--- config.mk ---
export PLATFORM = sky130hd
export DESIGN_NAME = ibc_regs_top
export DESIGN_NICKNAME = d
export VERILOG_FILES = /design/src/rtl/ibc_pkg.sv /design/src/rtl/ibc_regs_top.sv /design/src/rtl/ibc_spi_target.sv /design/src/rtl/ibc_vol_map.sv
export SDC_FILE = /design/constraint.sdc
export NUM_CORES = 1
export LEC_CHECK = 0
export BUFFER_PORTS_ARGS = -buffer_cell sky130_fd_sc_hd__buf_4
export CAP_MARGIN = 15
export CORE_MARGIN = 5
export CORE_UTILIZATION = 65
export DETAILED_ROUTE_END_ITERATION = 8
export PLACE_DENSITY_LB_ADDON = 0.08
export SETUP_SLACK_MARGIN = 0.1
export SYNTH_ARGS = -nofsm -noshare
export SYNTH_HDL_FRONTEND = slang
export SYNTH_SLANG_ARGS = --single-unit
--- constraint.sdc ---
create_clock -name clk -period 4.1 [get_ports clk]
set_input_delay 0.82 -clock clk [delete_from_list [all_inputs] [get_ports clk]]
set_output_delay 0.82 -clock clk [all_outputs]
set_load 0.02 [all_outputs]
--- src/rtl/ibc_pkg.sv ---
`default_nettype none

////////////////////////////////////////////////////////////////////////////////
// Shared constants for the interrupt, bias and channel-one register bank.
package ibc_pkg;

  ////////////////////////////////////////////////////////////////////////////////
  // Register addresses on page zero.
  localparam logic [7:0] ADDR_PAGE = 8'h00;
  localparam logic [7:0] ADDR_INT_CFG = 8'h32;
  localparam logic [7:0] ADDR_EVENT_MASK = 8'h33;
  localparam logic [7:0] ADDR_LATCHED = 8'h36;
  localparam logic [7:0] ADDR_BIAS = 8'h3b;
  localparam logic [7:0] ADDR_CH1_SRC = 8'h3c;
  localparam logic [7:0] ADDR_CH1_VOL = 8'h3e;
  localparam logic [7:0] ADDR_CH1_TRIM = 8'h3f;

  // The only page that holds this bank.
  localparam logic [7:0] PAGE_ZERO = 8'h00;

  ////////////////////////////////////////////////////////////////////////////////
  // Reset values.
  localparam logic [7:0] RST_PAGE = 8'h00;
  localparam logic [7:0] RST_INT_CFG = 8'h00;
  localparam logic [7:0] RST_EVENT_MASK = 8'hff;
  localparam logic [1:0] RST_LATCHED = 2'h0;
  localparam logic [7:0] RST_BIAS = 8'h00;
  localparam logic [7:0] RST_CH1_SRC = 8'h00;
  localparam logic [7:0] RST_CH1_VOL = 8'hc9;
  localparam logic [7:0] RST_CH1_TRIM = 8'h80;

  ////////////////////////////////////////////////////////////////////////////////
  // Writable bit masks; bits outside a mask are read-only zero.
  localparam logic [7:0] WMASK_ALL = 8'hff;
  localparam logic [7:0] WMASK_INT_CFG = 8'he4;
  localparam logic [7:0] WMASK_BIAS = 8'h73;
  localparam logic [7:0] WMASK_CH1_SRC = 8'hfd;
  localparam logic [7:0] WMASK_CH1_TRIM = 8'hf0;

  ////////////////////////////////////////////////////////////////////////////////
  // Field positions.
  localparam int BIT_CLK_ERR = 7;
  localparam int BIT_PLL_LOCK = 6;
  localparam int BIT_IRQ_POL = 7;
  localparam int INT_EVT_LSB = 5;
  localparam int BIT_LTCH_FILTER = 2;
  localparam int MBIAS_LSB = 4;
  localparam int VREF_LSB = 0;
  localparam int SRC_LSB = 5;
  localparam int TRIM_LSB = 4;
  localparam int LATCHED_PAD = 6;

  ////////////////////////////////////////////////////////////////////////////////
  // Field codes.
  localparam logic [1:0] INT_EVT_LEVEL = 2'h0;
  localparam logic [2:0] MBIAS_VREF = 3'h0;
  localparam logic [2:0] MBIAS_SUPPLY = 3'h6;
  localparam logic [1:0] VREF_2V75 = 2'h0;
  localparam logic [1:0] VREF_2V50 = 2'h1;
  localparam logic [1:0] VREF_1V375 = 2'h2;
  localparam logic [1:0] SRC_OFF = 2'h0;
  localparam logic [1:0] SRC_PDM = 2'h2;
  localparam logic [7:0] VOL_MUTE = 8'h00;
  localparam logic [8:0] VOL_UNITY = 9'h0c9;

  // Serial target framing.
  localparam int SPI_READ_BIT = 0;
  localparam logic [2:0] SPI_LAST_BIT = 3'h7;

  // States of the serial target.
  typedef enum logic [1:0] {
    SPI_ST_CMD = 2'b00,
    SPI_ST_WDATA = 2'b01,
    SPI_ST_RDATA = 2'b10
  } ibc_spi_state_t;

  // Merges a host write into a register, keeping read-only bits at zero.
  function automatic logic [7:0] ibc_masked_write(input logic [7:0] wdata, input logic [7:0] wmask);
    ibc_masked_write = wdata & wmask;
  endfunction : ibc_masked_write

endpackage : ibc_pkg

`default_nettype wire

--- src/rtl/ibc_regs_top.sv ---
`default_nettype none


////////////////////////////////////////////////////////////////////////////////
// Register bank for interrupt mask and latches, bias selection and channel one.
module ibc_regs_top (
  input wire logic clk,
  input wire logic rst,
  input wire logic ce,
  input wire logic spi_sclk,
  input wire logic spi_cs_n,
  input wire logic spi_mosi,
  output logic spi_miso_out,
  output logic spi_miso_oe,
  input wire logic audio_clk_err_evt,
  input wire logic pll_lock_evt,
  output logic irq_pin_out,
  output logic mic_bias_from_vref,
  output logic mic_bias_from_supply,
  output logic [1:0] vref_select,
  output logic vref_valid,
  output logic chan_one_enable,
  output logic chan_one_mute,
  output logic signed [8:0] chan_one_gain_half_db,
  output logic [3:0] chan_one_gain_trim_code
);

  ////////////////////////////////////////////////////////////////////////////////
  // Register storage.
  // Page select; only page zero reaches this bank.
  logic [7:0] page_ff;
  // Interrupt polarity, event mode and latch readback filter.
  logic [7:0] int_cfg_ff;
  // Interrupt mask; a one blocks the source.
  logic [7:0] event_mask_reg_ff;
  // Raw latched events: index 1 is the clock error, index 0 the lock event.
  logic [1:0] latched_ff;
  // Bias and reference selection.
  logic [7:0] bias_reference_config_ff;
  // Channel-one source selection.
  logic [7:0] chan_one_source_config_ff;
  // Channel-one volume code.
  logic [7:0] chan_one_volume_ff;
  // Channel-one gain trim.
  logic [7:0] chan_one_gain_trim_ff;

  // Registered decoded outputs.
  logic irq_pin_ff;
  logic bias_vref_ff, bias_supply_ff;
  logic [1:0] vref_sel_ff;
  logic vref_valid_ff;
  logic chan_en_ff;

  // Register access strobes from the control port.
  logic [7:0] reg_addr, reg_wdata, reg_rdata;
  logic reg_wr, reg_rd;
  logic on_page;
  logic wr_hit_page, wr_hit_cfg, wr_hit_mask, wr_hit_bias, wr_hit_src, wr_hit_vol, wr_hit_trim;

  // Interrupt datapath.
  logic [1:0] evt_now;
  logic [1:0] unmask;
  logic [1:0] shown;
  logic [1:0] clr_bits;
  logic [1:0] nxt_latched;
  logic irq_active;
  logic nxt_irq_pin;

  ////////////////////////////////////////////////////////////////////////////////
  // Control port target.
  ibc_spi_target u_spi (
    .clk(clk),
    .rst(rst),
    .ce(ce),
    .spi_sclk(spi_sclk),
    .spi_cs_n(spi_cs_n),
    .spi_mosi(spi_mosi),
    .spi_miso_out(spi_miso_out),
    .spi_miso_oe(spi_miso_oe),
    .reg_addr(reg_addr),
    .reg_wdata(reg_wdata),
    .reg_wr(reg_wr),
    .reg_rd(reg_rd),
    .reg_rdata(reg_rdata)
  );

  ////////////////////////////////////////////////////////////////////////////////
  // Address decode. The page register is reachable on every page.
  assign on_page = (page_ff == ibc_pkg::PAGE_ZERO);
  assign wr_hit_page = reg_wr & (reg_addr == ibc_pkg::ADDR_PAGE);
  assign wr_hit_cfg = reg_wr & on_page & (reg_addr == ibc_pkg::ADDR_INT_CFG);
  assign wr_hit_mask = reg_wr & on_page & (reg_addr == ibc_pkg::ADDR_EVENT_MASK);
  assign wr_hit_bias = reg_wr & on_page & (reg_addr == ibc_pkg::ADDR_BIAS);
  assign wr_hit_src = reg_wr & on_page & (reg_addr == ibc_pkg::ADDR_CH1_SRC);
  assign wr_hit_vol = reg_wr & on_page & (reg_addr == ibc_pkg::ADDR_CH1_VOL);
  assign wr_hit_trim = reg_wr & on_page & (reg_addr == ibc_pkg::ADDR_CH1_TRIM);

  ////////////////////////////////////////////////////////////////////////////////
  // Page select register.
  always_ff @(posedge clk) begin
    if (rst) begin
      page_ff <= ibc_pkg::RST_PAGE;
    end else if (ce && wr_hit_page) begin
      page_ff <= ibc_pkg::ibc_masked_write(reg_wdata, ibc_pkg::WMASK_ALL);
    end
  end

  // Interrupt configuration register.
  always_ff @(posedge clk) begin
    if (rst) begin
      int_cfg_ff <= ibc_pkg::RST_INT_CFG;
    end else if (ce && wr_hit_cfg) begin
      int_cfg_ff <= ibc_pkg::ibc_masked_write(reg_wdata, ibc_pkg::WMASK_INT_CFG);
    end
  end

  // Interrupt mask register; every bit, reserved ones too, resets to one.
  always_ff @(posedge clk) begin
    if (rst) begin
      event_mask_reg_ff <= ibc_pkg::RST_EVENT_MASK;
    end else if (ce && wr_hit_mask) begin
      event_mask_reg_ff <= ibc_pkg::ibc_masked_write(reg_wdata, ibc_pkg::WMASK_ALL);
    end
  end

  // Bias and reference configuration register.
  always_ff @(posedge clk) begin
    if (rst) begin
      bias_reference_config_ff <= ibc_pkg::RST_BIAS;
    end else if (ce && wr_hit_bias) begin
      bias_reference_config_ff <= ibc_pkg::ibc_masked_write(reg_wdata, ibc_pkg::WMASK_BIAS);
    end
  end

  // Channel-one source register; the channel starts disabled.
  always_ff @(posedge clk) begin
    if (rst) begin
      chan_one_source_config_ff <= ibc_pkg::RST_CH1_SRC;
    end else if (ce && wr_hit_src) begin
      chan_one_source_config_ff <= ibc_pkg::ibc_masked_write(reg_wdata, ibc_pkg::WMASK_CH1_SRC);
    end
  end

  // Channel-one volume register; starts at unity gain.
  always_ff @(posedge clk) begin
    if (rst) begin
      chan_one_volume_ff <= ibc_pkg::RST_CH1_VOL;
    end else if (ce && wr_hit_vol) begin
      chan_one_volume_ff <= ibc_pkg::ibc_masked_write(reg_wdata, ibc_pkg::WMASK_ALL);
    end
  end

  // Channel-one gain trim register; low nibble reads zero.
  always_ff @(posedge clk) begin
    if (rst) begin
      chan_one_gain_trim_ff <= ibc_pkg::RST_CH1_TRIM;
    end else if (ce && wr_hit_trim) begin
      chan_one_gain_trim_ff <= ibc_pkg::ibc_masked_write(reg_wdata, ibc_pkg::WMASK_CH1_TRIM);
    end
  end

  ////////////////////////////////////////////////////////////////////////////////
  // Interrupt latches.
  // Source events, ordered clock error then lock event.
  assign evt_now = {audio_clk_err_evt, pll_lock_evt};
  // A mask bit of zero lets its source through.
  assign unmask[1] = ~event_mask_reg_ff[ibc_pkg::BIT_CLK_ERR];
  assign unmask[0] = ~event_mask_reg_ff[ibc_pkg::BIT_PLL_LOCK];
  // With the filter set, masked latches stay hidden from readback.
  assign shown = int_cfg_ff[ibc_pkg::BIT_LTCH_FILTER] ? (latched_ff & unmask) : latched_ff;
  // A read of the latched register clears exactly the bits it returned.
  assign clr_bits = (reg_rd && on_page && (reg_addr == ibc_pkg::ADDR_LATCHED)) ? shown : 2'h0;
  // The set term is applied after the clear so a coinciding event survives.
  assign nxt_latched = (latched_ff & ~clr_bits) | evt_now;

  // Latch register update.
  always_ff @(posedge clk) begin
    if (rst) begin
      latched_ff <= ibc_pkg::RST_LATCHED;
    end else if (ce) begin
      latched_ff <= nxt_latched;
    end
  end

  // Pending unmasked latch drives the level-mode interrupt.
  assign irq_active = |(latched_ff & unmask);
  // Polarity bit chooses low- or high-active pin.
  assign nxt_irq_pin = int_cfg_ff[ibc_pkg::BIT_IRQ_POL] ? irq_active : ~irq_active;

  // Interrupt pin register; idles high under the low-active reset polarity.
  always_ff @(posedge clk) begin
    if (rst) begin
      irq_pin_ff <= 1'b1;
    end else if (ce) begin
      irq_pin_ff <= nxt_irq_pin;
    end
  end

  ////////////////////////////////////////////////////////////////////////////////
  // Read data mux; unmapped addresses read zero, and on other pages everything but the page register reads zero.
  always_comb begin
    reg_rdata = 8'h00;
    if (reg_addr == ibc_pkg::ADDR_PAGE) begin
      reg_rdata = page_ff;
    end else if (on_page) begin
      case (reg_addr)
        ibc_pkg::ADDR_INT_CFG: begin
          reg_rdata = int_cfg_ff;
        end
        ibc_pkg::ADDR_EVENT_MASK: begin
          reg_rdata = event_mask_reg_ff;
        end
        ibc_pkg::ADDR_LATCHED: begin
          reg_rdata = {shown, {ibc_pkg::LATCHED_PAD{1'b0}}};
        end
        ibc_pkg::ADDR_BIAS: begin
          reg_rdata = bias_reference_config_ff;
        end
        ibc_pkg::ADDR_CH1_SRC: begin
          reg_rdata = chan_one_source_config_ff;
        end
        ibc_pkg::ADDR_CH1_VOL: begin
          reg_rdata = chan_one_volume_ff;
        end
        ibc_pkg::ADDR_CH1_TRIM: begin
          reg_rdata = chan_one_gain_trim_ff;
        end
        default: begin
          reg_rdata = 8'h00;
        end
      endcase
    end
  end

  ////////////////////////////////////////////////////////////////////////////////
  // Bias and reference decode. Reserved codes select neither bias source and
  // flag the reference as invalid, so analog control stays in a safe state.
  always_ff @(posedge clk) begin
    if (rst) begin
      bias_vref_ff <= 1'b1;
      bias_supply_ff <= 1'b0;
      vref_sel_ff <= ibc_pkg::VREF_2V75;
      vref_valid_ff <= 1'b1;
    end else if (ce) begin
      bias_vref_ff <= (bias_reference_config_ff[ibc_pkg::MBIAS_LSB +: 3] == ibc_pkg::MBIAS_VREF);
      bias_supply_ff <= (bias_reference_config_ff[ibc_pkg::MBIAS_LSB +: 3] == ibc_pkg::MBIAS_SUPPLY);
      vref_sel_ff <= bias_reference_config_ff[ibc_pkg::VREF_LSB +: 2];
      vref_valid_ff <= (bias_reference_config_ff[ibc_pkg::VREF_LSB +: 2] == ibc_pkg::VREF_2V75) ||
                       (bias_reference_config_ff[ibc_pkg::VREF_LSB +: 2] == ibc_pkg::VREF_2V50) ||
                       (bias_reference_config_ff[ibc_pkg::VREF_LSB +: 2] == ibc_pkg::VREF_1V375);
    end
  end

  // Channel-one enable: only the PDM code turns the channel on.
  always_ff @(posedge clk) begin
    if (rst) begin
      chan_en_ff <= 1'b0;
    end else if (ce) begin
      chan_en_ff <= (chan_one_source_config_ff[ibc_pkg::SRC_LSB +: 2] == ibc_pkg::SRC_PDM);
    end
  end

  ////////////////////////////////////////////////////////////////////////////////
  // Volume code to gain mapping.
  ibc_vol_map u_vol (
    .clk(clk),
    .rst(rst),
    .ce(ce),
    .vol_code(chan_one_volume_ff),
    .vol_mute(chan_one_mute),
    .vol_half_db(chan_one_gain_half_db)
  );

  // Output assignments from registers.
  assign irq_pin_out = irq_pin_ff;
  assign mic_bias_from_vref = bias_vref_ff;
  assign mic_bias_from_supply = bias_supply_ff;
  assign vref_select = vref_sel_ff;
  assign vref_valid = vref_valid_ff;
  assign chan_one_enable = chan_en_ff;
  assign chan_one_gain_trim_code = chan_one_gain_trim_ff[ibc_pkg::TRIM_LSB +: 4];

endmodule : ibc_regs_top

`default_nettype wire

--- src/rtl/ibc_spi_target.sv ---
`default_nettype none

////////////////////////////////////////////////////////////////////////////////
// Serial control-port target: one command byte holding a seven-bit address
// and a read flag, then data bytes with the address stepping by one.
module ibc_spi_target (
  input wire logic clk,
  input wire logic rst,
  input wire logic ce,
  input wire logic spi_sclk,
  input wire logic spi_cs_n,
  input wire logic spi_mosi,
  output logic spi_miso_out,
  output logic spi_miso_oe,
  output logic [7:0] reg_addr,
  output logic [7:0] reg_wdata,
  output logic reg_wr,
  output logic reg_rd,
  input wire logic [7:0] reg_rdata
);

  // Two-stage synchronisers, plus a third sclk stage for edge detection.
  logic sclk_s1_ff, sclk_s2_ff, sclk_s3_ff;
  logic cs_n_s1_ff, cs_n_s2_ff;
  logic mosi_s1_ff, mosi_s2_ff;
  // Bit counter, receive shifter, transmit shifter and running address.
  logic [2:0] bit_cnt_ff;
  logic [7:0] rx_ff;
  logic [7:0] tx_ff;
  logic [7:0] addr_ff;
  ibc_pkg::ibc_spi_state_t state_ff;

  logic active, sclk_rise, sclk_fall, byte_done;
  logic [7:0] rx_byte;

  ////////////////////////////////////////////////////////////////////////////////
  // Pin synchronisers; only the second stage and the third sclk stage feed any logic.
  always_ff @(posedge clk) begin
    if (rst) begin
      sclk_s1_ff <= 1'b0;
      sclk_s2_ff <= 1'b0;
      sclk_s3_ff <= 1'b0;
      cs_n_s1_ff <= 1'b1;
      cs_n_s2_ff <= 1'b1;
      mosi_s1_ff <= 1'b0;
      mosi_s2_ff <= 1'b0;
    end else if (ce) begin
      sclk_s1_ff <= spi_sclk;
      sclk_s2_ff <= sclk_s1_ff;
      sclk_s3_ff <= sclk_s2_ff;
      cs_n_s1_ff <= spi_cs_n;
      cs_n_s2_ff <= cs_n_s1_ff;
      mosi_s1_ff <= spi_mosi;
      mosi_s2_ff <= mosi_s1_ff;
    end
  end

  // Edge and byte detection on the synchronised pins.
  assign active = ~cs_n_s2_ff;
  assign sclk_rise = active & sclk_s2_ff & ~sclk_s3_ff;
  assign sclk_fall = active & ~sclk_s2_ff & sclk_s3_ff;
  assign rx_byte = {rx_ff[6:0], mosi_s2_ff};
  assign byte_done = sclk_rise & (bit_cnt_ff == ibc_pkg::SPI_LAST_BIT);

  // Register strobes; the command byte itself names the first read address.
  assign reg_addr = (state_ff == ibc_pkg::SPI_ST_CMD) ? {1'b0, rx_byte[7:1]} : addr_ff;
  assign reg_wdata = rx_byte;
  assign reg_wr = ce & byte_done & (state_ff == ibc_pkg::SPI_ST_WDATA);
  assign reg_rd = ce & byte_done & ((state_ff == ibc_pkg::SPI_ST_RDATA) |
                  ((state_ff == ibc_pkg::SPI_ST_CMD) & rx_byte[ibc_pkg::SPI_READ_BIT]));

  ////////////////////////////////////////////////////////////////////////////////
  // Bit counter and receive shifter; deselect restarts the frame.
  always_ff @(posedge clk) begin
    if (rst) begin
      bit_cnt_ff <= 3'h0;
      rx_ff <= 8'h00;
    end else if (ce) begin
      if (!active) begin
        bit_cnt_ff <= 3'h0;
      end else if (sclk_rise) begin
        bit_cnt_ff <= bit_cnt_ff + 3'h1;
        rx_ff <= rx_byte;
      end
    end
  end

  // Frame sequencer and running address.
  always_ff @(posedge clk) begin
    if (rst) begin
      state_ff <= ibc_pkg::SPI_ST_CMD;
      addr_ff <= 8'h00;
    end else if (ce) begin
      if (!active) begin
        state_ff <= ibc_pkg::SPI_ST_CMD;
      end else if (byte_done) begin
        case (state_ff)
          ibc_pkg::SPI_ST_CMD: begin
            // A read fetches at once, so the next access is one address on.
            state_ff <= rx_byte[ibc_pkg::SPI_READ_BIT] ? ibc_pkg::SPI_ST_RDATA : ibc_pkg::SPI_ST_WDATA;
            addr_ff <= rx_byte[ibc_pkg::SPI_READ_BIT] ? {1'b0, rx_byte[7:1]} + 8'h01 : {1'b0, rx_byte[7:1]};
          end
          ibc_pkg::SPI_ST_WDATA, ibc_pkg::SPI_ST_RDATA: begin
            addr_ff <= addr_ff + 8'h01;
          end
          default: begin
            state_ff <= ibc_pkg::SPI_ST_CMD;
          end
        endcase
      end
    end
  end

  // Transmit shifter: loaded on a fetch, shifted on falling edges within a byte.
  always_ff @(posedge clk) begin
    if (rst) begin
      tx_ff <= 8'h00;
    end else if (ce) begin
      if (reg_rd) begin
        tx_ff <= reg_rdata;
      end else if (sclk_fall && (bit_cnt_ff != 3'h0)) begin
        tx_ff <= {tx_ff[6:0], 1'b0};
      end
    end
  end

  // Data out drives only while selected.
  assign spi_miso_out = tx_ff[7];
  assign spi_miso_oe = active;

endmodule : ibc_spi_target

`default_nettype wire

--- src/rtl/ibc_vol_map.sv ---
`default_nettype none

////////////////////////////////////////////////////////////////////////////////
// Maps a volume code to a mute flag and a signed gain in half-decibel steps.
module ibc_vol_map (
  input wire logic clk,
  input wire logic rst,
  input wire logic ce,
  input wire logic [7:0] vol_code,
  output logic vol_mute,
  output logic signed [8:0] vol_half_db
);

  // Registered outputs so the datapath sees stable values.
  logic mute_ff;
  logic signed [8:0] half_db_ff;

  ////////////////////////////////////////////////////////////////////////////////
  // Code zero mutes; otherwise each code is half a decibel above the last.
  always_ff @(posedge clk) begin
    if (rst) begin
      mute_ff <= 1'b0;
      half_db_ff <= 9'sh000;
    end else if (ce) begin
      mute_ff <= (vol_code == ibc_pkg::VOL_MUTE);
      half_db_ff <= $signed({1'b0, vol_code} - ibc_pkg::VOL_UNITY);
    end
  end

  assign vol_mute = mute_ff;
  assign vol_half_db = half_db_ff;

endmodule : ibc_vol_map

`default_nettype wire

==> flow_summary.html, run 1 <==
<table>
<tr><th>Metric</th><th>Value</th></tr>
<tr><th colspan="2">Status</th></tr>
<tr><td>Status</td><td>complete, no violations</td></tr>
<tr><th colspan="2">Hold path</th></tr>
<tr><td>Endpoint with the worst hold slack</td><td>chan_one_source_config_ff[2]$_SDFFE_PP0P_</td></tr>
<tr><td>Cell depth of the worst min-delay path</td><td>2</td></tr>
<tr><td>Hold Startpoint</td><td>chan_one_source_config_ff[2]$_SDFFE_PP0P_</td></tr>
<tr><td>Worst min-delay path class</td><td>reg -&gt; reg</td></tr>
<tr><th colspan="2">Timing</th></tr>
<tr><td>Max-slew headroom at the worst pin</td><td>0.420</td></tr>
<tr><td>Slew Viols, Final</td><td>0</td></tr>
<tr><td>Final hold slack</td><td>0.468 ns</td></tr>
<tr><td>Minimum clock period</td><td>about 3.2 ns</td></tr>
<tr><td>Actual slew at the worst max-slew pin</td><td>0.870 ns</td></tr>
<tr><td>Number of setup violations in the final report</td><td>0</td></tr>
<tr><td>Post-route clock period utilization</td><td>0.782</td></tr>
<tr><td>Crit path setup slack, layout</td><td>about 0.9 ns</td></tr>
<tr><td>Count of endpoints failing hold in the final timing report</td><td>0</td></tr>
<tr><td>Total negative slack</td><td>0 ns</td></tr>
<tr><td>Setup repair after global routing missed its margin</td><td>no</td></tr>
<tr><td>Setup skew after layout</td><td>0.00888 ns</td></tr>
<tr><td>Max Clock Freq</td><td>312 MHz</td></tr>
<tr><th colspan="2">Layout</th></tr>
<tr><td>Fraction of layout instances using a drive strength above 1</td><td>0.0912</td></tr>
<tr><td>Area of all sequential standard cells</td><td>1960 um^2</td></tr>
<tr><td>Number of antenna cells inserted</td><td>0</td></tr>
<tr><td>Layout overhead on the synthesized area</td><td>9.16%</td></tr>
<tr><td>Layout Nets</td><td>roughly 630</td></tr>
<tr><td>Filler Cells Inserted</td><td>591</td></tr>
<tr><td>Area of combinational cells with multiple inputs</td><td>2680 um^2</td></tr>
<tr><th colspan="2">Routing</th></tr>
<tr><td>Vias post-DR</td><td>4573</td></tr>
<tr><td>DRT Wirelength</td><td>13.1 mm</td></tr>
<tr><td>First-pass DRT Iterations</td><td>6</td></tr>
<tr><td>Post-DRT Antenna Nets</td><td>0</td></tr>
<tr><td>DRC</td><td>0</td></tr>
<tr><td>Mean routed wirelength per cell</td><td>roughly 18 um</td></tr>
<tr><td>Count of routing violations after the opening detailed-route iteration</td><td>433</td></tr>
<tr><td>Via-to-Cell Ratio</td><td>6.41</td></tr>
<tr><th colspan="2">Setup path</th></tr>
<tr><td>Kind of start point of the critical path</td><td>flip-flop</td></tr>
<tr><td>Worst-path fanout max</td><td>25</td></tr>
<tr><td>Worst reg-to-reg setup slack</td><td>around 0.89 ns</td></tr>
<tr><td>Arrival @ worst endpoint</td><td>3.43 ns</td></tr>
<tr><td>Critical Setup Path Class</td><td>reg -&gt; reg</td></tr>
<tr><td>Worst flop-to-flop path startpoint</td><td>u_spi.state_ff[0]$_SDFFE_PP0P_</td></tr>
<tr><td>Worst setup EP type</td><td>flip-flop</td></tr>
<tr><td>R2R Path End</td><td>page_ff[2]$_SDFFE_PP0P_</td></tr>
<tr><td>Number of cells on the worst reg-to-reg path</td><td>8</td></tr>
<tr><td>Required time of the worst setup path</td><td>4.32 ns</td></tr>
<tr><th colspan="2">Place</th></tr>
<tr><td>Port buffer count</td><td>30</td></tr>
<tr><td>Half-perimeter wire length after placement</td><td>8.84 mm</td></tr>
<tr><td>RePlAce Congestion</td><td>0.873</td></tr>
<tr><td>Worst setup slack before clock tree synthesis</td><td>0.965 ns</td></tr>
<tr><th colspan="2">Die</th></tr>
<tr><td>Die Width</td><td>96.8 um</td></tr>
<tr><td>Starting density of the core</td><td>0.671</td></tr>
<tr><td>Die ar.</td><td>9360 um^2</td></tr>
<tr><td>Number of cell rows</td><td>31</td></tr>
<tr><td>Overall die height</td><td>96.8 um</td></tr>
<tr><td>Core Box Area</td><td>7290 um^2</td></tr>
<tr><td>I/O pin count</td><td>31</td></tr>
<tr><th colspan="2">Flow run</th></tr>
<tr><td>Max-cap violation count</td><td>0</td></tr>
<tr><th colspan="2">Clocking</th></tr>
<tr><td>Total setup buffers inserted after CTS</td><td>0</td></tr>
<tr><td>Insertion delay to the later sink of the worst-skew pair</td><td>0.37 ns</td></tr>
<tr><td>Buffer levels on the longest clock path</td><td>2</td></tr>
<tr><td>CTS clock-pin slew for the worst setup and hold paths</td><td>0.09 ns</td></tr>
<tr><td>TritonCTS clock tree</td><td>built</td></tr>
<tr><td>H-tree Lvls</td><td>3</td></tr>
<tr><td>Root buffer cell</td><td>sky130_fd_sc_hd__clkbuf_8</td></tr>
<tr><td>Total clock buffers created by CTS</td><td>9</td></tr>
<tr><td>Count of hold buffers inserted by post-cts repair</td><td>0</td></tr>
<tr><td>Post-cts repair resize count</td><td>0</td></tr>
<tr><td>Sink count of the clock tree</td><td>98</td></tr>
<tr><th colspan="2">Yosys</th></tr>
<tr><td>Ranking of synthesized cells by instance count</td><td>sky130_fd_sc_hd__dfxtp_1 (98), sky130_fd_sc_hd__nand2_1 (98), sky130_fd_sc_hd__nor2_1 (53)</td></tr>
<tr><td>Seq/Total Area, Yosys</td><td>0.401</td></tr>
<tr><td>Count of flip-flops with a built-in enable after synthesis</td><td>0</td></tr>
<tr><td>Synthesized netlist net count</td><td>626</td></tr>
<tr><td>Leading post-synthesis cells by cell area</td><td>sky130_fd_sc_hd__dfxtp_1 (40%), sky130_fd_sc_hd__nand2_1 (7.5%), sky130_fd_sc_hd__mux2i_1 (7.0%)</td></tr>
<tr><td>Post-synthesis cell type count</td><td>56</td></tr>
<tr><td>Share of the synthesized area in the top cell type</td><td>0.401</td></tr>
<tr><td>Number of warnings reported in the yosys synthesis log</td><td>0</td></tr>
<tr><td>Synthesized cell area</td><td>4890 um^2</td></tr>
<tr><td>Most used DFF post-synth</td><td>sky130_fd_sc_hd__dfxtp_1</td></tr>
<tr><td>#FFs+latches synth</td><td>just under 100</td></tr>
<tr><td>Fraction of registers with async set or reset after synthesis</td><td>0</td></tr>
<tr><td>Top cell type by total area after synthesis</td><td>sky130_fd_sc_hd__dfxtp_1</td></tr>
<tr><td>Number of instances in the synthesized netlist</td><td>607</td></tr>
<tr><td>Mean post-synth cell area</td><td>between 8 and 9 um^2</td></tr>
<tr><th colspan="2">GRT</th></tr>
<tr><td>Antenna violations before repair</td><td>0</td></tr>
<tr><td>Remaining global-route overflow</td><td>0</td></tr>
<tr><td>Number of global-route vias before repair</td><td>4252</td></tr>
<tr><td>Largest net degree at the start of global routing</td><td>84</td></tr>
<tr><td>Gr usage total</td><td>0.275</td></tr>
<tr><td>First-pass GRT wire length</td><td>21.3 mm</td></tr>
<tr><th colspan="2">Power and ir drop</th></tr>
<tr><td>Combinational power share</td><td>0.034</td></tr>
<tr><td>Power density of the placed cells</td><td>332 nW/um^2</td></tr>
<tr><td>Sequential power share</td><td>0.545</td></tr>
<tr><td>Internal power contribution</td><td>~0.0014 W</td></tr>
<tr><td>Clock network fraction of design power</td><td>0.421</td></tr>
<tr><td>Switching share of power</td><td>0.220</td></tr>
<tr><td>Static Leakage</td><td>between 2 and 2.5 nW</td></tr>
<tr><td>Max IR drop VDD</td><td>0.292 mV</td></tr>
<tr><td>Switching power of the nets</td><td>around 0.00039 W</td></tr>
</table>
==> routing by layer <==
layer  track usage  share of wire
met5             0              0
met4         0.153          0.042
met3        0.0360          0.070
met2         0.426           0.46
met1         0.370           0.43
==> through the flow <==
| step | instances | instance area, um^2 | utilization | total power [W] |
|---|---|---|---|---|
| floorplan | 607 | 4890 | - | 0.00103 |
| global placement | 698 | 5100 | 0.700 | 0.00105 |
| detailed placement | 698 | 5100 | 0.700 | 0.00105 |
| CTS | 713 | 5340 | 0.732 | 0.00178 |
| global route | 713 | 5340 | 0.732 | 0.00183 |
| finish | 713 | 5340 | 0.732 | 0.00177 |
==> worst max path at each step <==
stage                              startpoint                                 end
3_3_place_gp   u_spi.state_ff[0]$_SDFFE_PP0P_             page_ff[3]$_SDFFE_PP0P_
4_1_cts        u_spi.state_ff[0]$_SDFFE_PP0P_             page_ff[2]$_SDFFE_PP0P_
3_5_place_dp   u_spi.state_ff[0]$_SDFFE_PP0P_             page_ff[6]$_SDFFE_PP0P_
2_1_floorplan  u_spi.state_ff[0]$_SDFFE_PP0P_  chan_one_volume_ff[4]$_SDFFE_PP0P_
6_report       u_spi.state_ff[0]$_SDFFE_PP0P_             page_ff[2]$_SDFFE_PP0P_
5_1_grt        u_spi.state_ff[1]$_SDFFE_PP0P_             page_ff[0]$_SDFFE_PP0P_
==> critical path: stages, from the launching register on <==
cell and delay, ns:
sky130_fd_sc_hd__dfxtp_1 0.35, sky130_fd_sc_hd__inv_1 0.13, sky130_fd_sc_hd__ha_1 0.68, sky130_fd_sc_hd__or3b_1 0.46, sky130_fd_sc_hd__a22oi_1 0.19, sky130_fd_sc_hd__and3b_1 0.38
sky130_fd_sc_hd__and4_1 0.56, sky130_fd_sc_hd__mux2i_1 0.24, sky130_fd_sc_hd__nor2_1 0.06
==> cells by family (layout without fill, tap and decap cells) <==
kind of cell	count (synthesis)	in the layout	synth area share
simple gates	251	251	0.245
compound gates	139	139	0.185
flops	98	98	0.401
buf+inv	63	70	0.0512
mux	34	34	0.0696
fa+ha+maj	11	11	0.0281
xor+xnor	11	11	0.0197
==> layout by cell type (no fill, tap or decap), drive strengths merged, types with 4 or more instances in the layout <==
master / n
nor2b: 6
mux2i: 34
clkbuf: 9
nor2: 53
nand2b: 5
a21o: 4
a32oi: 4
nor3: 9
nor3b: 6
nand3b: 6
xnor2: 6
a211oi: 8
xor2: 5
buf: 35
inv: 21
o21ai: 19
a21oi: 49
nand4: 5
a311oi: 4
nand2: 98
nand3: 37
and2: 4
a22oi: 9
o211ai: 16
dfxtp: 98
ha: 11
==> state kept, by name (all words and copies together), names as in the netlist, 2 cells and up <==
register / count
vref_select: 2
chan_one_volume_ff: 8
u_spi.rx_ff: 7
latched_ff: 2
page_ff: 8
u_spi.bit_cnt_ff: 3
chan_one_source_config_ff: 7
u_spi.addr_ff: 8
u_vol.vol_half_db: 9
u_spi.tx_ff: 8
u_spi.state_ff: 2
int_cfg_ff: 4
bias_reference_config_ff: 5
chan_one_gain_trim_ff: 4
event_mask_reg_ff: 8
==> power groups by stage <==
stage | logic, W | registers (W) | clock network, W
6_report | 0.0000609 | 0.000967 | 0.000747
5_1_grt | 0.0000658 | 0.000968 | 0.000801
3_3_place_gp | 0.0000586 | 0.000988 | 0
3_5_place_dp | 0.0000601 | 0.000988 | 0
2_1_floorplan | 0.0000372 | 0.000990 | 0
4_1_cts | 0.0000607 | 0.000966 | 0.000751
==> area by class of cell <==
| class | count | share of cell area |
|---|---|---|
| clock buffers | 9 | 0.0232 |
| clock inverters | 6 | 0.0211 |
| inverters | 20 | 0.0141 |
| multi-input cells | 446 | 0.502 |
| flip-flops and latches | 98 | 0.367 |
| well taps | 99 | 0.0232 |
| repair buffers | 35 | 0.0492 |
No activity file was read; power rests on OpenSTA's default activity.
==> run 2, diff against run 1 <==
CORE_UTILIZATION = 61   (was 65)
clock period = 3.4 ns   (was 4.1 ns; I/O delays follow)
==> run 2 against run 1 <==
Cell count up 1.4%. Hold slack better by 0.00084 ns. Sequential power up 20%. Routed wire length up 0.35%. Largest power group unchanged.
==> flow_summary.html, run 2 (synthesized netlist as in run 1, its figures left out) <==
<table>
<tr><th>Metric</th><th>Value</th></tr>
<tr><th colspan="2">Setup path</th></tr>
<tr><td>Worst setup path endpoint</td><td>event_mask_reg_ff[1]$_SDFFE_PP1P_</td></tr>
<tr><td>Worst setup EP type</td><td>flip-flop</td></tr>
<tr><td>Worst-path fanout max</td><td>19</td></tr>
<tr><td>Slowest stage cell on the critical path</td><td>sky130_fd_sc_hd__a222oi_1</td></tr>
<tr><td>Arrival @ worst endpoint</td><td>3.13 ns</td></tr>
<tr><td>Number of cells on the worst reg-to-reg path</td><td>8</td></tr>
<tr><td>Category of cells accounting for the largest share of critical-path delay</td><td>simple AND/OR/NAND/NOR gates</td></tr>
<tr><td>Cell count along the critical path</td><td>8</td></tr>
<tr><td>Cell-by-cell trace of the critical path</td><td>inv_1 &gt; ha_2 &gt; or3b_1 &gt; a222oi_1 &gt; and2_1 &gt; nand2_1 &gt; nand2_1 &gt; o211ai_1</td></tr>
<tr><td>Worst setup path startpoint</td><td>u_spi.state_ff[0]$_SDFFE_PP0P_</td></tr>
<tr><td>R2R Path End</td><td>event_mask_reg_ff[1]$_SDFFE_PP1P_</td></tr>
<tr><td>Kind of start point of the critical path</td><td>flip-flop</td></tr>
<tr><td>Worst reg-to-reg setup slack</td><td>~0.5 ns</td></tr>
<tr><td>Max stage delay on crit path</td><td>0.45 ns</td></tr>
<tr><td>Critical Setup Path Class</td><td>reg -&gt; reg</td></tr>
<tr><td>Sum of buffers and inverters on the critical path</td><td>1</td></tr>
<tr><td>Worst flop-to-flop path startpoint</td><td>u_spi.state_ff[0]$_SDFFE_PP0P_</td></tr>
<tr><td>Most used cell along the critical path</td><td>sky130_fd_sc_hd__nand2_1</td></tr>
<tr><td>Required time of the worst setup path</td><td>3.63 ns</td></tr>
<tr><th colspan="2">GRT</th></tr>
<tr><td>Gr usage total</td><td>0.272</td></tr>
<tr><td>Remaining global-route overflow</td><td>0</td></tr>
<tr><td>First-pass GRT wire length</td><td>21.6 mm</td></tr>
<tr><td>Largest net degree at the start of global routing</td><td>50</td></tr>
<tr><td>Number of global-route vias before repair</td><td>4332</td></tr>
<tr><td>Antenna violations before repair</td><td>0</td></tr>
<tr><th colspan="2">Clocking</th></tr>
<tr><td>H-tree Lvls</td><td>3</td></tr>
<tr><td>Total setup buffers inserted after CTS</td><td>0</td></tr>
<tr><td>Insertion delay to the later sink of the worst-skew pair</td><td>0.37 ns</td></tr>
<tr><td>TritonCTS clock tree</td><td>built</td></tr>
<tr><td>Buffer levels on the longest clock path</td><td>2</td></tr>
<tr><td>Sink count of the clock tree</td><td>98</td></tr>
<tr><td>CTS clock-pin slew for the worst setup and hold paths</td><td>about 0.1 ns</td></tr>
<tr><td>Total clock buffers created by CTS</td><td>9</td></tr>
<tr><td>Root buffer cell</td><td>sky130_fd_sc_hd__clkbuf_8</td></tr>
<tr><th colspan="2">Timing</th></tr>
<tr><td>Slew Viols, Final</td><td>0</td></tr>
<tr><td>Minimum clock period</td><td>2.90 ns</td></tr>
<tr><td>Crit path setup slack, layout</td><td>0.498 ns</td></tr>
<tr><td>Actual slew at the worst max-slew pin</td><td>0.794 ns</td></tr>
<tr><td>Final hold slack</td><td>0.469 ns</td></tr>
<tr><td>Max-slew headroom at the worst pin</td><td>0.469</td></tr>
<tr><td>Max Clock Freq</td><td>345 MHz</td></tr>
<tr><td>Post-route clock period utilization</td><td>0.854</td></tr>
<tr><td>Setup skew after layout</td><td>0.0144 ns</td></tr>
<tr><td>Count of endpoints failing hold in the final timing report</td><td>0</td></tr>
<tr><td>Number of setup violations in the final report</td><td>0</td></tr>
<tr><td>Setup repair after global routing missed its margin</td><td>no</td></tr>
<tr><td>Total negative slack</td><td>0 ns</td></tr>
<tr><th colspan="2">Place</th></tr>
<tr><td>Worst setup slack before clock tree synthesis</td><td>0.439 ns</td></tr>
<tr><td>Port buffer count</td><td>30</td></tr>
<tr><td>RePlAce Congestion</td><td>0.951</td></tr>
<tr><td>Half-perimeter wire length after placement</td><td>9.20 mm</td></tr>
<tr><td>Cell Area, Placed</td><td>slightly above 5000 um^2</td></tr>
<tr><th colspan="2">Layout</th></tr>
<tr><td>Area of combinational cells with multiple inputs</td><td>2680 um^2</td></tr>
<tr><td>Filler Cells Inserted</td><td>661</td></tr>
<tr><td>Number of flip-flops in the largest register</td><td>9</td></tr>
<tr><td>Fraction of layout instances using a drive strength above 1</td><td>0.101</td></tr>
<tr><td>Layout Nets</td><td>635</td></tr>
<tr><td>Layout overhead on the synthesized area</td><td>9.00%</td></tr>
<tr><td>Number of antenna cells inserted</td><td>0</td></tr>
<tr><td>Area of all sequential standard cells</td><td>1960 um^2</td></tr>
<tr><td>Commonest cells after routing, fill and taps aside</td><td>sky130_fd_sc_hd__nand2_1 (98), sky130_fd_sc_hd__dfxtp_1 (98), sky130_fd_sc_hd__nor2_1 (53)</td></tr>
<tr><td>Final std cell area, no fill</td><td>5330 um^2</td></tr>
<tr><th colspan="2">Hold path</th></tr>
<tr><td>Worst min-delay path class</td><td>reg -&gt; reg</td></tr>
<tr><th colspan="2">Power and ir drop</th></tr>
<tr><td>Static Leakage</td><td>2.10 nW</td></tr>
<tr><td>Max IR drop VDD</td><td>0.244 mV</td></tr>
<tr><td>Power density of the placed cells</td><td>368 nW/um^2</td></tr>
<tr><th colspan="2">Routing</th></tr>
<tr><td>DRT Wirelength</td><td>13.1 mm</td></tr>
<tr><td>First-pass DRT Iterations</td><td>4</td></tr>
<tr><td>Via-to-Cell Ratio</td><td>6.24</td></tr>
<tr><td>Count of routing violations after the opening detailed-route iteration</td><td>518</td></tr>
<tr><td>Post-DRT Antenna Nets</td><td>0</td></tr>
<tr><td>DRC</td><td>0</td></tr>
<tr><td>Mean routed wirelength per cell</td><td>18.1 um</td></tr>
<tr><td>Vias post-DR</td><td>4513</td></tr>
<tr><th colspan="2">Die</th></tr>
<tr><td>I/O pin count</td><td>31</td></tr>
<tr><td>Starting density of the core</td><td>0.630</td></tr>
<tr><td>Die ar.</td><td>9910 um^2</td></tr>
<tr><td>Die Width</td><td>~100 um</td></tr>
<tr><td>Overall die height</td><td>~100 um</td></tr>
<tr><td>Number of cell rows</td><td>32</td></tr>
<tr><td>Core Box Area</td><td>7770 um^2</td></tr>
<tr><th colspan="2">Status</th></tr>
<tr><td>Status</td><td>complete, no violations</td></tr>
<tr><th colspan="2">Flow run</th></tr>
<tr><td>Max-cap violation count</td><td>0</td></tr>
</table>
run 2: changes by cell type in the layout (fill, tap and decap cells not counted), sizes merged:
cell	change
buf	+6
bufinv	-3
clkbuf	+1
clkinv	+1
clkinvlp	+1
inv	+1
run 2: how the worst min path moves through the flow:
stage | startpoint | to | slack, ns | cells past startpoint
global placement | chan_one_source_config_ff[2]$_SDFFE_PP0P_ | chan_one_source_config_ff[2]$_SDFFE_PP0P_ | 0.45 | 2
floorplan | chan_one_source_config_ff[7]$_SDFFE_PP0P_ | chan_one_source_config_ff[7]$_SDFFE_PP0P_ | 0.44 | 2
finish | mic_bias_from_supply$_SDFFE_PP0P_ | mic_bias_from_supply$_SDFFE_PP0P_ | 0.47 | 2
global route | chan_one_enable$_SDFFE_PP0P_ | chan_one_enable$_SDFFE_PP0P_ | 0.49 | 2
detailed placement | chan_one_enable$_SDFFE_PP0P_ | chan_one_enable$_SDFFE_PP0P_ | 0.45 | 2
CTS | chan_one_source_config_ff[2]$_SDFFE_PP0P_ | chan_one_source_config_ff[2]$_SDFFE_PP0P_ | 0.47 | 2
run 2: per-stage QoR:
stage | power, W | std cells | util
floorplan | 0.00124 | 607 | -
detailed placement | 0.00127 | 707 | 0.663
global route | 0.00203 | 723 | 0.687
CTS | 0.00197 | 723 | 0.686
global placement | 0.00127 | 707 | 0.663
finish | 0.00196 | 723 | 0.687
run 2: worst min-delay path: stages, from the launching register on:
cell                      delay, ns
sky130_fd_sc_hd__dfxtp_1       0.32
sky130_fd_sc_hd__nand2_1       0.06
sky130_fd_sc_hd__a21oi_1       0.05
run 2: layout make-up:
cell class	count	area share
multi-input combinational	446	0.503
sequential	98	0.368
timing repair buffer	41	0.0577
clock buffer	10	0.0239
tap	102	0.0239
inverter	20	0.0141
clock inverter	6	0.00939
run 2: report_power, final:
group,internal [W],switching [W]
logic,0.0000254,0.0000515
registers,0.00116,0.00000693
clock network,0.000277,0.000447
total,0.00146,0.000505
run 2: timing repair:
action,in CTS,in global routing
hold buffers,0,0
endpoints found under the setup margin,0,1
resized for setup,0,1
run 2: layer usage:
| layer | GRT usage | vias to the layer above | share of wire | routed length [um] |
|---|---|---|---|---|
| li1 | - | 2171 | - | - |
| met1 | 0.358 | 2142 | 0.44 | 5740 |
| met2 | 0.442 | 167 | 0.46 | 6090 |
| met3 | 0.0540 | 33 | 0.071 | 937 |
| met4 | 0.104 | 0 | 0.026 | 340 |
| met5 | 0 | - | 0 | 0 |
==> run 3, diff against run 2 <==
SYNTH_HIERARCHICAL = 1   (was unset)
==> run 3 against run 2 <==
Utilization fell by 0.24 points. Largest cell class unchanged. Cell count is 4.0% lower. Critical endpoint is now chan_one_source_config_ff[3]$_SDFFE_PP0P_. Highest routed layer unchanged. Non-clock buffer count up 3.
==> flow_summary.html, run 3 <==
<table>
<tr><th>Metric</th><th>Value</th></tr>
<tr><th colspan="2">Layout</th></tr>
<tr><td>Layout Nets</td><td>602</td></tr>
<tr><td>Post-Layout Cell Count</td><td>just under 700</td></tr>
<tr><td>Commonest cells after routing, fill and taps aside</td><td>sky130_fd_sc_hd__dfxtp_1 (98), sky130_fd_sc_hd__nand2_1 (62), sky130_fd_sc_hd__nor2_1 (60)</td></tr>
<tr><td>Leading cell type in the layout, fill and taps excluded</td><td>sky130_fd_sc_hd__dfxtp_1</td></tr>
<tr><td>Number of antenna cells inserted</td><td>0</td></tr>
<tr><td>Fraction of layout instances using a drive strength above 1</td><td>0.139</td></tr>
<tr><td>Number of flip-flops in the largest register</td><td>9</td></tr>
<tr><td>Final core area utilization</td><td>0.684</td></tr>
<tr><td>Final std cell area, no fill</td><td>approximately 5500 um^2</td></tr>
<tr><td>Layout overhead on the synthesized area</td><td>10.5%</td></tr>
<tr><th colspan="2">Clocking</th></tr>
<tr><td>Root buffer cell</td><td>sky130_fd_sc_hd__clkbuf_8</td></tr>
<tr><td>Buffer levels on the longest clock path</td><td>2</td></tr>
<tr><td>CTS clock-pin slew for the worst setup and hold paths</td><td>0.09 ns</td></tr>
<tr><td>Count of hold buffers inserted by post-cts repair</td><td>0</td></tr>
<tr><td>Total setup buffers inserted after CTS</td><td>0</td></tr>
<tr><td>TritonCTS clock tree</td><td>built</td></tr>
<tr><td>Insertion delay to the later sink of the worst-skew pair</td><td>0.36 ns</td></tr>
<tr><td>Sink count of the clock tree</td><td>98</td></tr>
<tr><td>Total clock buffers created by CTS</td><td>9</td></tr>
<tr><td>H-tree Lvls</td><td>3</td></tr>
<tr><td>Post-cts repair resize count</td><td>0</td></tr>
<tr><th colspan="2">Timing</th></tr>
<tr><td>Minimum clock period</td><td>between 2 and 3 ns</td></tr>
<tr><td>Post-route clock period utilization</td><td>0.873</td></tr>
<tr><td>Max-slew headroom at the worst pin</td><td>0.320</td></tr>
<tr><td>Actual slew at the worst max-slew pin</td><td>around 1.0 ns</td></tr>
<tr><td>Total negative slack</td><td>0 ns</td></tr>
<tr><td>Count of endpoints failing hold in the final timing report</td><td>0</td></tr>
<tr><td>Setup skew after layout</td><td>0.00942 ns</td></tr>
<tr><td>Max Clock Freq</td><td>337 MHz</td></tr>
<tr><td>Slew Viols, Final</td><td>0</td></tr>
<tr><td>Setup repair after global routing missed its margin</td><td>no</td></tr>
<tr><td>Number of setup violations in the final report</td><td>0</td></tr>
<tr><th colspan="2">GRT</th></tr>
<tr><td>Remaining global-route overflow</td><td>0</td></tr>
<tr><td>Gr usage total</td><td>0.244</td></tr>
<tr><td>Number of global-route vias before repair</td><td>between 3k and 4k</td></tr>
<tr><td>Antenna violations before repair</td><td>0</td></tr>
<tr><td>Largest net degree at the start of global routing</td><td>66</td></tr>
<tr><td>First-pass GRT wire length</td><td>between 15 and 20 mm</td></tr>
<tr><th colspan="2">Yosys</th></tr>
<tr><td>Mean post-synth cell area</td><td>8.85 um^2</td></tr>
<tr><td>Proportion of synthesized area in mux cells</td><td>0.118</td></tr>
<tr><td>Compound-cell area share of the yosys netlist</td><td>0.173</td></tr>
<tr><td>Dominant combinational cell family by area after synthesis</td><td>simple AND/OR/NAND/NOR gates</td></tr>
<tr><td>Xor and xnor area share after synthesis</td><td>0.0122</td></tr>
<tr><td>Post-synthesis cell type count</td><td>between 60 and 70</td></tr>
<tr><td>Count of flip-flops with a built-in enable after synthesis</td><td>0</td></tr>
<tr><td>Synthesized-area fraction occupied by and/or/nand/nor cells</td><td>0.232</td></tr>
<tr><td>Seq/Total Area, Yosys</td><td>0.392</td></tr>
<tr><td>#FFs+latches synth</td><td>98</td></tr>
<tr><td>Number of instances in the synthesized netlist</td><td>566</td></tr>
<tr><td>Adder and majority gate portion of the synthesized area</td><td>0.0250</td></tr>
<tr><td>Share of the synthesized area in the top cell type</td><td>0.392</td></tr>
<tr><td>Synthesized cell area</td><td>5010 um^2</td></tr>
<tr><td>Top cell type by total area after synthesis</td><td>sky130_fd_sc_hd__dfxtp_1</td></tr>
<tr><td>Ranking of synthesized cells by instance count</td><td>sky130_fd_sc_hd__dfxtp_1 (98), sky130_fd_sc_hd__nand2_1 (62), sky130_fd_sc_hd__nor2_1 (60)</td></tr>
<tr><td>Number of warnings reported in the yosys synthesis log</td><td>6</td></tr>
<tr><td>Most numerous cell in the Yosys netlist</td><td>sky130_fd_sc_hd__dfxtp_1</td></tr>
<tr><td>Fraction of registers with async set or reset after synthesis</td><td>0</td></tr>
<tr><td>Synthesized netlist net count</td><td>just under 600</td></tr>
<tr><td>Leading post-synthesis cells by cell area</td><td>sky130_fd_sc_hd__dfxtp_1 (39%), sky130_fd_sc_hd__mux2i_1 (9.8%), sky130_fd_sc_hd__nand2_1 (4.6%)</td></tr>
<tr><td>Most used DFF post-synth</td><td>sky130_fd_sc_hd__dfxtp_1</td></tr>
<tr><th colspan="2">Die</th></tr>
<tr><td>Overall die height</td><td>101 um</td></tr>
<tr><td>Core Box Area</td><td>8090 um^2</td></tr>
<tr><td>I/O pin count</td><td>31</td></tr>
<tr><td>Die ar.</td><td>around 10000 um^2</td></tr>
<tr><td>Die Width</td><td>101 um</td></tr>
<tr><td>Number of cell rows</td><td>33</td></tr>
<tr><td>Starting density of the core</td><td>0.619</td></tr>
<tr><th colspan="2">Setup path</th></tr>
<tr><td>Worst-path fanout max</td><td>11</td></tr>
<tr><td>Max stage delay on crit path</td><td>0.62 ns</td></tr>
<tr><td>Cell-by-cell trace of the critical path</td><td>inv_1 &gt; ha_1 &gt; mux2_2 &gt; and4bb_2 &gt; nand3_1 &gt; nor4_4 &gt; mux2i_1 &gt; nor2_1</td></tr>
<tr><td>Required time of the worst setup path</td><td>approximately 3.6 ns</td></tr>
<tr><td>Kind of start point of the critical path</td><td>flip-flop</td></tr>
<tr><td>Slowest stage cell on the critical path</td><td>sky130_fd_sc_hd__nor4_4</td></tr>
<tr><td>Arrival @ worst endpoint</td><td>3.19 ns</td></tr>
<tr><td>Sum of buffers and inverters on the critical path</td><td>1</td></tr>
<tr><td>Category of cells accounting for the largest share of critical-path delay</td><td>simple AND/OR/NAND/NOR gates</td></tr>
<tr><td>Critical Setup Path Class</td><td>reg -&gt; reg</td></tr>
<tr><td>Worst setup EP type</td><td>flip-flop</td></tr>
<tr><th colspan="2">Place</th></tr>
<tr><td>Cell total after placement</td><td>678</td></tr>
<tr><td>Half-perimeter wire length after placement</td><td>about 8.3 mm</td></tr>
<tr><td>Cell Area, Placed</td><td>between 5000 and 6000 um^2</td></tr>
<tr><td>RePlAce Congestion</td><td>0.967</td></tr>
<tr><td>Port buffer count</td><td>30</td></tr>
<tr><th colspan="2">Routing</th></tr>
<tr><td>DRT Wirelength</td><td>12.3 mm</td></tr>
<tr><td>First-pass DRT Iterations</td><td>5</td></tr>
<tr><td>Vias post-DR</td><td>around 4.3k</td></tr>
<tr><td>Via-to-Cell Ratio</td><td>6.20</td></tr>
<tr><td>Count of routing violations after the opening detailed-route iteration</td><td>366</td></tr>
<tr><td>Post-DRT Antenna Nets</td><td>0</td></tr>
<tr><td>Mean routed wirelength per cell</td><td>17.7 um</td></tr>
<tr><td>DRC</td><td>0</td></tr>
<tr><th colspan="2">Status</th></tr>
<tr><td>Status</td><td>complete, no violations</td></tr>
<tr><th colspan="2">Hold path</th></tr>
<tr><td>Worst min-delay path class</td><td>reg -&gt; reg</td></tr>
<tr><th colspan="2">Flow run</th></tr>
<tr><td>Max-cap violation count</td><td>0</td></tr>
<tr><th colspan="2">Power and ir drop</th></tr>
<tr><td>Power density of the placed cells</td><td>385 nW/um^2</td></tr>
<tr><td>Max IR drop VDD</td><td>0.229 mV</td></tr>
<tr><td>Total power</td><td>0.00213 W</td></tr>
<tr><td>Static Leakage</td><td>2.02 nW</td></tr>
</table>
[run 3: cell count changes after synthesis, sizes merged, moves of 9 or more]
cell,previous run,this run
a211o,0,12
a21oi,49,40
mux2,0,9
mux2i,34,49
nand2,98,62
nand3,37,15
nor2b,6,15
o211ai,16,2
[run 3: path summary, 6_finish.rpt]
kind,end,startpoint,slack (ns),cells after the start
max,chan_one_source_config_ff[3]$_SDFFE_PP0P_,u_spi/state_ff[1]$_SDFFE_PP0P_,0.43,8
min,u_vol/vol_half_db[4]$_SDFFE_PP0P_,u_vol/vol_half_db[4]$_SDFFE_PP0P_,0.47,2
max reg2reg,chan_one_source_config_ff[3]$_SDFFE_PP0P_,u_spi/state_ff[1]$_SDFFE_PP0P_,0.43,8
min reg2reg,u_vol/vol_half_db[4]$_SDFFE_PP0P_,u_vol/vol_half_db[4]$_SDFFE_PP0P_,0.47,2
[run 3: through the flow]
step / worst slack, ns / hold WS [ns]
floorplan: 0.683 / 0.441
global placement: 0.586 / 0.452
detailed placement: 0.478 / 0.460
CTS: 0.469 / 0.472
global route: 0.249 / 0.501
finish: 0.431 / 0.467
[run 3: area by class of cell]
class | count | area, um^2
sequential | 98 | 1960
tap | 105 | 131
clock buffer | 11 | 131
fill | 669 | 2560
multi-input combinational | 412 | 2810
timing repair buffer | 44 | 330
inverter | 19 | 71.3
clock inverter | 5 | 103
[run 3: worst register-to-register path, delay by kind of cell, from the launching register on]
family                   cells  cell delay, ns
AND/OR/NAND/NOR              4            1.30
multiplexers                 2            0.66
adder cells (fa/ha/maj)      1            0.43
flip-flops                   1            0.35
buffers and inverters        1            0.09
[run 3: cell families (layout without fill, tap and decap cells)]
kind of cell	Yosys count	after routing
simple gates	213	213
buf+inv	56	79
fa+ha+maj	10	10
compound gates	124	124
xor+xnor	7	7
flops	98	98
mux	58	58
[run 3: power by group]
| part | internal (W) | leakage [nW] | switching, W |
|---|---|---|---|
| clock | 0.000488 | 0.114 | 0.000394 |
| combinational | 0.0000285 | 1.12 | 0.0000542 |
| sequential | 0.00116 | 0.793 | 0.00000951 |
| total | 0.00167 | 2.02 | 0.000457 |
[run 3: routing by layer]
metal	up-vias	part of all wire	track usage
li1	2068	-	-
met1	2043	0.46	0.348
met2	166	0.46	0.387
met3	29	0.056	0.0304
met4	0	0.019	0.0736
met5	-	0	0
